### src/design/mss_defs.vh
`ifndef MSS_DEFS_VH
`define MSS_DEFS_VH
// APB byte offsets
`define MSS_OFF_CTRL      12'h000
`define MSS_OFF_STATUS    12'h004
`define MSS_OFF_FLAGS     12'h008
`define MSS_OFF_MASK      12'h00C
`define MSS_OFF_DONE      12'h010
// CTRL fields
`define MSS_CTRL_SWRST    0
`define MSS_CTRL_SWLP     1
`define MSS_CTRL_PERMIT   2
`define MSS_CTRL_FAULT    3
`define MSS_CTRL_RESET    32'h0000_0004
// FLAGS fields
`define MSS_FLG_CHG       0
// State codes
`define MSS_ST_RESETTING  3'h0
`define MSS_ST_RESET      3'h1
`define MSS_ST_MGMT_INIT  3'h2
`define MSS_ST_LOW_POWER  3'h3
`define MSS_ST_POWER_UP   3'h4
`define MSS_ST_READY      3'h5
`define MSS_ST_POWER_DN   3'h6
`define MSS_ST_FAULT      3'h7
// Path states
`define MSS_PS_DEACT      2'h0
`define MSS_PS_INIT       2'h1
`define MSS_PS_ACTIVE     2'h2
// Transient activity time and clock period, ns
`define MSS_ACT_NS        200
`define MSS_CLK_NS        20
`endif

### src/design/mss_path_seq.v
`timescale 1ns/1ns
`include "mss_defs.vh"
module mss_path_seq #(
  parameter STEP = 10
) (
  input  wire       clk_sys_i,
  input  wire       srst_i,
  input  wire       ce_i,
  input  wire       hold_i,
  input  wire       enable_i,
  output wire       deact_o,
  output wire [1:0] state_o
);
  reg [1:0] st_r;
  reg [7:0] cnt_r;
  // Last count of the init phase, sized so the compare is 8 bits wide
  localparam [31:0] STEP_W = STEP - 1;
  // Own state only, no coupling to sibling paths
  always @(posedge clk_sys_i) begin
    if (srst_i) begin
      st_r  <= `MSS_PS_DEACT;
      cnt_r <= 8'h00;
    end else if (ce_i) begin
      case (st_r)
        `MSS_PS_DEACT: begin
          cnt_r <= 8'h00;
          if (enable_i && !hold_i) st_r <= `MSS_PS_INIT;
        end
        `MSS_PS_INIT: begin
          if (hold_i || !enable_i) begin
            st_r <= `MSS_PS_DEACT;
          end else if (cnt_r == STEP_W[7:0]) begin
            st_r <= `MSS_PS_ACTIVE;
          end else begin
            cnt_r <= cnt_r + 8'h01;
          end
        end
        `MSS_PS_ACTIVE: begin
          if (hold_i || !enable_i) st_r <= `MSS_PS_DEACT;
        end
        default: st_r <= `MSS_PS_DEACT;
      endcase
    end
  end
  assign deact_o = (st_r == `MSS_PS_DEACT);
  assign state_o = st_r;
endmodule // mss_path_seq

### src/design/mss_sync2.v
`timescale 1ns/1ns
module mss_sync2 #(
  parameter W = 1
) (
  input  wire         clk_sys_i,
  input  wire         ce_i,
  input  wire [W-1:0] d_i,
  output wire [W-1:0] q_o
);
  reg [W-1:0] s1_r;
  reg [W-1:0] s2_r;
  // No reset: first stage feeds only the second
  always @(posedge clk_sys_i) begin
    if (ce_i) begin
      s1_r <= d_i;
      s2_r <= s1_r;
    end
  end
  assign q_o = s2_r;
endmodule // mss_sync2

### src/design/mss_top.v
`timescale 1ns/1ns
`include "mss_defs.vh"
// What this block does
// - One module-wide sequencer governs management init and power mode.
// - One path sequencer is instantiated per provisioned application instance.
// - Path sequencers run concurrently and independently of each other.
// - Transient states finish their activity then advance unless preempted.
// - Sequencer starts right after power-up, for modules and cables alike.
// - Register map is not evaluated or kept before low power first reached.
// - Dynamic status may be invalid during transients; host must not trust it.
// - State changes leave latched flags untouched.
// - Interrupt stays asserted until host reads or masks every set flag.
// - State-change flag set only on entering fault, low power, ready.
// - No state-change flag when the entered state exits at once.
// - Power-up starts in reset, stays while reset condition holds.
// - Reset condition false in reset moves to management init.
// - Priority is reset condition, then fault condition, then the rest.
// - Reset condition is supply low, reset pin, or soft reset bit.
// - Low power request is sw bit, or permit and pin request; defaults 0,1.
// - Low power exit needs request and all paths deactivated.
module mss_top #(
  parameter NPATH = 2,
  parameter STEP  = (`MSS_ACT_NS + `MSS_CLK_NS - 1) / `MSS_CLK_NS
) (
  input  wire             clk_sys_i,
  input  wire             srst_i,
  input  wire             ce_i,
  input  wire             supply_low_reset_i,
  input  wire             host_reset_n_i,
  input  wire             pin_low_power_request_i,
  input  wire             fault_detect_i,
  input  wire [NPATH-1:0] path_enable_i,
  input  wire             psel_i,
  input  wire             penable_i,
  input  wire             pwrite_i,
  input  wire [11:0]      paddr_i,
  input  wire [31:0]      pwdata_i,
  output reg  [31:0]      prdata_o,
  output wire             pready_o,
  output wire             pslverr_o,
  output wire             int_n_o,
  output wire             map_valid_o,
  output wire             status_valid_o,
  output wire [2:0]       state_o
);
  reg  [2:0]       st_r;
  reg  [2:0]       st_nxt;
  reg  [7:0]       cnt_r;
  reg              map_live_r;
  reg              soft_rst_r;
  reg              sw_lp_r;
  reg              permit_r;
  reg              fault_en_r;
  reg              chg_flag_r;
  reg              chg_mask_r;
  reg              int_r;
  wire [2:0]       pins_s;
  wire [NPATH-1:0] deact_s;
  wire             reset_cond;
  wire             fault_cond;
  wire             lp_req_cond;
  wire             lp_exit_cond;
  wire             act_done;
  wire             wr_en;
  wire             rd_en;
  wire             set_chg;
  // Typed copies, so single bits can be selected
  localparam [31:0] STEP_W   = STEP - 1;
  localparam [31:0] CTRL_RST = `MSS_CTRL_RESET;

  // Pins pass two flops before use
  mss_sync2 #(
    .W (3)
  ) u_sync (
    .clk_sys_i (clk_sys_i),
    .ce_i      (ce_i),
    .d_i       ({supply_low_reset_i, host_reset_n_i, pin_low_power_request_i}),
    .q_o       (pins_s)
  );

  // Hold paths down outside ready and power-up
  wire path_hold = (st_r != `MSS_ST_READY) && (st_r != `MSS_ST_POWER_UP);

  genvar g;
  generate
    for (g = 0; g < NPATH; g = g + 1) begin : g_path
      mss_path_seq #(
        .STEP (STEP)
      ) u_path (
        .clk_sys_i (clk_sys_i),
        .srst_i    (srst_i),
        .ce_i      (ce_i),
        .hold_i    (path_hold),
        .enable_i  (path_enable_i[g]),
        .deact_o   (deact_s[g]),
        .state_o   ()
      );
    end
  endgenerate

  assign reset_cond   = pins_s[2] | ~pins_s[1] | soft_rst_r;
  assign fault_cond   = fault_en_r & fault_detect_i;
  assign lp_req_cond  = sw_lp_r | (permit_r & pins_s[0]);
  assign lp_exit_cond = lp_req_cond & (&deact_s);
  assign act_done     = (cnt_r == STEP_W[7:0]);

  // Single sequencer, priority reset > fault > others
  always @* begin
    st_nxt = st_r;
    if (reset_cond) begin
      if (st_r != `MSS_ST_RESET) st_nxt = `MSS_ST_RESETTING;
      else st_nxt = `MSS_ST_RESET;
      if (st_r == `MSS_ST_RESETTING && act_done) st_nxt = `MSS_ST_RESET;
    end else if (fault_cond && st_r != `MSS_ST_RESET && st_r != `MSS_ST_RESETTING) begin
      st_nxt = `MSS_ST_FAULT;
    end else begin
      case (st_r)
        `MSS_ST_RESETTING: if (act_done) st_nxt = `MSS_ST_RESET;
        `MSS_ST_RESET:     st_nxt = `MSS_ST_MGMT_INIT;
        `MSS_ST_MGMT_INIT: if (act_done) st_nxt = `MSS_ST_LOW_POWER;
        `MSS_ST_LOW_POWER: if (!lp_req_cond) st_nxt = `MSS_ST_POWER_UP;
        `MSS_ST_POWER_UP: begin
          if (lp_req_cond) st_nxt = `MSS_ST_POWER_DN;
          else if (act_done) st_nxt = `MSS_ST_READY;
        end
        `MSS_ST_READY:     if (lp_exit_cond) st_nxt = `MSS_ST_POWER_DN;
        `MSS_ST_POWER_DN:  if (act_done) st_nxt = `MSS_ST_LOW_POWER;
        `MSS_ST_FAULT:     st_nxt = `MSS_ST_FAULT;
        default:           st_nxt = `MSS_ST_RESETTING;
      endcase
    end
  end

  // Registered state, one step per edge; srst models power-up
  always @(posedge clk_sys_i) begin
    if (srst_i) begin
      st_r  <= `MSS_ST_RESET;
      cnt_r <= 8'h00;
    end else if (ce_i) begin
      st_r <= st_nxt;
      if (st_nxt != st_r || act_done) cnt_r <= 8'h00;
      else cnt_r <= cnt_r + 8'h01;
    end
  end

  // Flag only on settled entry of fault, low power, ready
  wire entered = (st_nxt != st_r);
  wire flag_state = (st_r == `MSS_ST_FAULT) || (st_r == `MSS_ST_READY) ||
                    (st_r == `MSS_ST_LOW_POWER);
  reg  just_in_r;
  always @(posedge clk_sys_i) begin
    if (srst_i) just_in_r <= 1'b0;
    else if (ce_i) just_in_r <= entered;
  end
  // Checked one cycle after entry, so a state left at once never flags
  assign set_chg = just_in_r && flag_state && !entered;

  assign wr_en = psel_i & penable_i & pwrite_i;
  assign rd_en = psel_i & penable_i & ~pwrite_i;

  // Map contents ignored until low power first reached
  always @(posedge clk_sys_i) begin
    if (srst_i) map_live_r <= 1'b0;
    else if (ce_i) begin
      if (st_r == `MSS_ST_RESET || st_r == `MSS_ST_RESETTING) map_live_r <= 1'b0;
      else if (st_r == `MSS_ST_LOW_POWER) map_live_r <= 1'b1;
    end
  end

  always @(posedge clk_sys_i) begin
    if (srst_i) begin
      soft_rst_r <= CTRL_RST[`MSS_CTRL_SWRST];
      sw_lp_r    <= CTRL_RST[`MSS_CTRL_SWLP];
      permit_r   <= CTRL_RST[`MSS_CTRL_PERMIT];
      fault_en_r <= CTRL_RST[`MSS_CTRL_FAULT];
      chg_mask_r <= 1'b0;
    end else if (ce_i) begin
      if (st_r == `MSS_ST_RESET) soft_rst_r <= 1'b0;   // Self-clearing
      if (wr_en && map_live_r && paddr_i == `MSS_OFF_CTRL) begin
        soft_rst_r <= pwdata_i[`MSS_CTRL_SWRST];
        sw_lp_r    <= pwdata_i[`MSS_CTRL_SWLP];
        permit_r   <= pwdata_i[`MSS_CTRL_PERMIT];
        fault_en_r <= pwdata_i[`MSS_CTRL_FAULT];
      end
      if (wr_en && map_live_r && paddr_i == `MSS_OFF_MASK) chg_mask_r <= pwdata_i[0];
    end
  end

  // Read clears flag; set wins over clear; state changes keep it
  wire rd_flags = rd_en && paddr_i == `MSS_OFF_FLAGS;
  always @(posedge clk_sys_i) begin
    if (srst_i) chg_flag_r <= 1'b0;
    else if (ce_i) begin
      if (set_chg) chg_flag_r <= 1'b1;
      else if (rd_flags) chg_flag_r <= 1'b0;
    end
  end

  always @(posedge clk_sys_i) begin
    if (srst_i) int_r <= 1'b0;
    else if (ce_i) int_r <= (chg_flag_r | set_chg) & ~chg_mask_r & ~rd_flags | set_chg & ~chg_mask_r;
  end

  always @(posedge clk_sys_i) begin
    if (srst_i) prdata_o <= 32'h0000_0000;
    else if (ce_i && psel_i && !penable_i && !pwrite_i) begin
      case (paddr_i)
        `MSS_OFF_CTRL:   prdata_o <= {28'h0000000, fault_en_r, permit_r, sw_lp_r, soft_rst_r};
        `MSS_OFF_STATUS: prdata_o <= {29'h00000000, st_r};
        `MSS_OFF_FLAGS:  prdata_o <= {31'h00000000, chg_flag_r};
        `MSS_OFF_MASK:   prdata_o <= {31'h00000000, chg_mask_r};
        `MSS_OFF_DONE:   prdata_o <= {{(32-NPATH){1'b0}}, deact_s};
        default:         prdata_o <= 32'h0000_0000;
      endcase
    end
  end

  assign pready_o  = 1'b1;
  assign pslverr_o = psel_i & penable_i & (paddr_i > `MSS_OFF_DONE);
  assign int_n_o   = ~int_r;
  assign map_valid_o = map_live_r;
  // Dynamic status untrusted in transient states
  assign status_valid_o = (st_r == `MSS_ST_LOW_POWER) || (st_r == `MSS_ST_READY) ||
                          (st_r == `MSS_ST_FAULT);
  assign state_o = st_r;
endmodule // mss_top

### config.mk
export PLATFORM = sky130hd
export DESIGN_NAME = mss_top
export DESIGN_NICKNAME = d
export VERILOG_FILES = /design/src/design/mss_path_seq.v /design/src/design/mss_sync2.v /design/src/design/mss_top.v
export VERILOG_INCLUDE_DIRS = /design/src /design/src/design
export SDC_FILE = /design/constraint.sdc
export NUM_CORES = 1
export LEC_CHECK = 0
export BUFFER_PORTS_ARGS = -buffer_cell sky130_fd_sc_hd__buf_2
export CORE_ASPECT_RATIO = 0.8
export CORE_UTILIZATION = 51
export DETAILED_ROUTE_END_ITERATION = 8
export PLACE_DENSITY_LB_ADDON = 0.08
export SLEW_MARGIN = 20
export SYNTH_ARGS = -nofsm -noshare
export SYNTH_HDL_FRONTEND = slang
export SYNTH_SLANG_ARGS = --single-unit
### constraint.sdc
create_clock -name clk_sys_i -period 2.8 [get_ports clk_sys_i]
set_clock_uncertainty 0.15 [all_clocks]
set_input_delay 0.28 -clock clk_sys_i [delete_from_list [all_inputs] [get_ports clk_sys_i]]
set_output_delay 0.28 -clock clk_sys_i [all_outputs]
set_load 0.005 [all_outputs]
==> results.toml <==
[floorplanning]
die_w_um = 87.7
ios = 96
start_util_pct = 53.9
die_area_um2 = 6180
die_y_um = 70.5
fp-row-count = 24
core_area_um2 = 5560

[power]
power_frac_comb_pct = 12.3
p_sw_uw = 360
leakage_nw = 1.27
intPower_uw = 982
swShare_pct = 26.8
power.density_nw_per_um2 = 412
p_clk_share_pct = 31.7
peakVddDrop_mv = 0.212
seq_power_share_pct = 56.0

[synth]
synth_warnings = 0
synth_area_leaders = "dfxtp_1, buf_4, edfxtp_1, nor2_1, a21oi_1"
synthTopCellsByCount = "nor2_1, dfxtp_1, buf_4"
synth_edf_count = 6
synthDistinctLibCells = 66
syn-cell-area_um2 = 2990
synth-seq-area-share_pct = 35.4
synth.avg_cell_area_um2 = 8.36
syn_inst = 358
async_flop_share_pct = 0
synth_top_area_share_pct = 29.4
yosysMostFrequentCell = "nor2_1"
yosysTopAreaCell = "dfxtp_1"
ys.flop_type = "dfxtp_1"
yosys_register_bits = 50

[worst_setup_path]
crit_path_start_kind = "register"
r2r_setup_slack_ns = 0.37
crit_type = "reg2reg"
rr_worst_depth = 7
rr_endpoint = "cnt_r[6]$_SDFFE_PP0P_"
required_ns = 2.83
crit_slowest_cell = "dfxtp_1"
crit_path_cell_trace = "ha_1, nor4b_2, and3_1, a41oi_1, o22a_1, a31oi_1, nor2_1"
worstPathArrival_ns = 2.46
rr_startpoint = "cnt_r[0]$_SDFFE_PP0P_"
cp_max_fo = 6
critical_path.endpoint_type = "register"
slowest_delay_ns = 0.44

[clock_tree]
clk_latency_ns = 0.31
cts_num_sinks = 50
clk_transition_reported_paths_ns = 0.10
cts_setup_buffers = 0
cts_buffers = 5
cts.path.max_buffers = 2
clock-root-buffer = "clkbuf_8"
htree_levels = 2
tritoncts = "done"

[cells_and_area]
n_antenna_cell = 0
fill_cells = 531
nets = 458
fin_util_pct = 58.6
area_growth_pct = 8.78
drive_gt1_share_pct = 17.1

[placed_design]
port_buffers = 38
gp_congestion = 0.847
hpwl_um = 4600

[routing]
firstDrtPassIters = 4
postRouteAntennaNets = 0
drt-initial-drc-count = 128
route.detailed.drc = 0
routedWlPerCell_um = 13.1
routed_wl_um = 6230
via_per_inst = 5.44
vias = 2584

[sta]
rsz0062_at_grt = "false"
min_period_ns = 2.43
setup_tns_ns = 0
drv_slew = 0
finalHoldViolCount = 0
max_slew_margin_pct = 52.7
timing.fmax_ghz = 0.411
finalSetupViolations = 0
worst_pin_slew_ns = 0.702
fin_crit_sh_pct = 86.8

[hold_path]
hp-start = "pwdata_i[2]"
holdPathEnd = "permit_r$_SDFFE_PP1P_"
holdPathStages = 3
hold_path_class = "in2reg"

[outcome]
status = "completed"

[global_route]
overflow = 0
antenna_found_initial = 0
grt_pass1_vias = 2209
grt_max_degree = 19
grt_pass1_wl_um = 10400
grt_util_all_layers_pct = 21.6

[run]
drv_cap = 0
-- worst max-delay path by stage --
stage / end / slack, ns / cells past startpoint / start
final: cnt_r[6]$_SDFFE_PP0P_ / 0.37 / 7 / cnt_r[0]$_SDFFE_PP0P_
after CTS: cnt_r[6]$_SDFFE_PP0P_ / 0.39 / 7 / cnt_r[0]$_SDFFE_PP0P_
after detailed placement: cnt_r[6]$_SDFFE_PP0P_ / 0.42 / 7 / cnt_r[0]$_SDFFE_PP0P_
after floorplan: g_path[0].u_path.cnt_r[2]$_SDFFE_PP0P_ / 0.70 / 7 / g_path[0].u_path.cnt_r[0]$_SDFFE_PP0P_
after global routing: cnt_r[6]$_SDFFE_PP0P_ / 0.25 / 7 / cnt_r[0]$_SDFFE_PP0P_
after global placement: cnt_r[5]$_SDFFE_PP0P_ / 0.45 / 7 / cnt_r[0]$_SDFFE_PP0P_
-- logic make-up (layout without fill, tap and decap cells) --
group / after synthesis / in the layout / share of synthesized area [%]
AOI/OAI and AO/OA: 80 / 80 / 18.0
xor gates and xnor gates: 14 / 14 / 4.10
adders and majority gates: 6 / 6 / 2.51
buffers and inverters: 55 / 67 / 11.4
DFF: 50 / 50 / 35.4
muxes: 5 / 5 / 1.71
other: 2 / 29 / 0.251
and+or+nand+nor: 146 / 146 / 26.6
-- placed cells by master, fill, tap and decap left out, types with 4 or more instances in the layout --
master and count:
nor2_1 45, dfxtp_1 44, buf_2 38, conb_1 29, nand2_1 22, a21oi_1 21
o21ai_0 19, nand3_1 18, xor2_1 12, inv_1 10, nor3_1 9, buf_4 8
nand2b_1 7, and3_1 6, a211oi_1 6, nor4_1 6, nand4_1 6, ha_1 6
edfxtp_1 6, clkbuf_8 5, mux2i_1 4, a32o_1 4, a22oi_1 4
-- per-stage QoR --
stage	total power [mW]	hold slack [ns]	area [µm²]	instances	setup slack [ns]
after floorplan	0.900	0.229	3100	385	0.697
after global placement	0.927	0.253	3140	464	0.450
after detailed placement	0.928	0.261	3140	464	0.419
after CTS	1.36	0.0661	3260	475	0.391
after global routing	1.41	0.0548	3260	475	0.247
final	1.34	0.0692	3260	475	0.369
-- worst max-delay path: cells and delay by family, from the launching register on --
family | cells | cell delay (ns)
compound gates | 3 | 0.81
fa+ha+maj | 1 | 0.20
flops | 1 | 0.44
simple gates | 3 | 0.71
-- what timing repair did --
action                                 in CTS  in global routing
hold buffers                                3                  0
endpoints found under the hold margin       3                  0
resized for setup                           0                  0
-- layout make-up --
| type | instances | area [µm²] | share of cell area [%] |
|---|---|---|---|
| Tap cell | 78 | 97.6 | 3.00 |
| Timing Repair Buffer | 49 | 280 | 8.61 |
| Inverter | 10 | 37.5 | 1.15 |
| Clock buffer | 6 | 72.6 | 2.23 |
| Multi-Input combinational cell | 280 | 1690 | 52.0 |
| Sequential cell | 50 | 1060 | 32.6 |
| Clock inverter | 2 | 15.0 | 0.461 |
-- routing by layer --
layer  share of wire [%]  global-route usage (%)
met2                  41                    30.6
met5                   0                       0
met3                 6.1                    4.67
met4                0.83                    6.01
met1                  52                    33.0
-- flip-flops by register name (all words and copies together), names as in the netlist, 3 cells and up --
name,flops
u_sync.q_o,3
state_o,3
g_path.u_path.state_o,4
prdata_o,4
g_path.u_path.cnt_r,16
cnt_r,8
u_sync.s1_r,3
-- power by group through the flow --
stage	clock network, mW	logic, mW	registers, mW
2_1_floorplan	0	0.136	0.764
3_3_place_gp	0	0.159	0.768
3_5_place_dp	0	0.160	0.768
4_1_cts	0.443	0.164	0.751
5_1_grt	0.474	0.186	0.754
6_report	0.426	0.165	0.751
(Power assumes the default switching activity.)
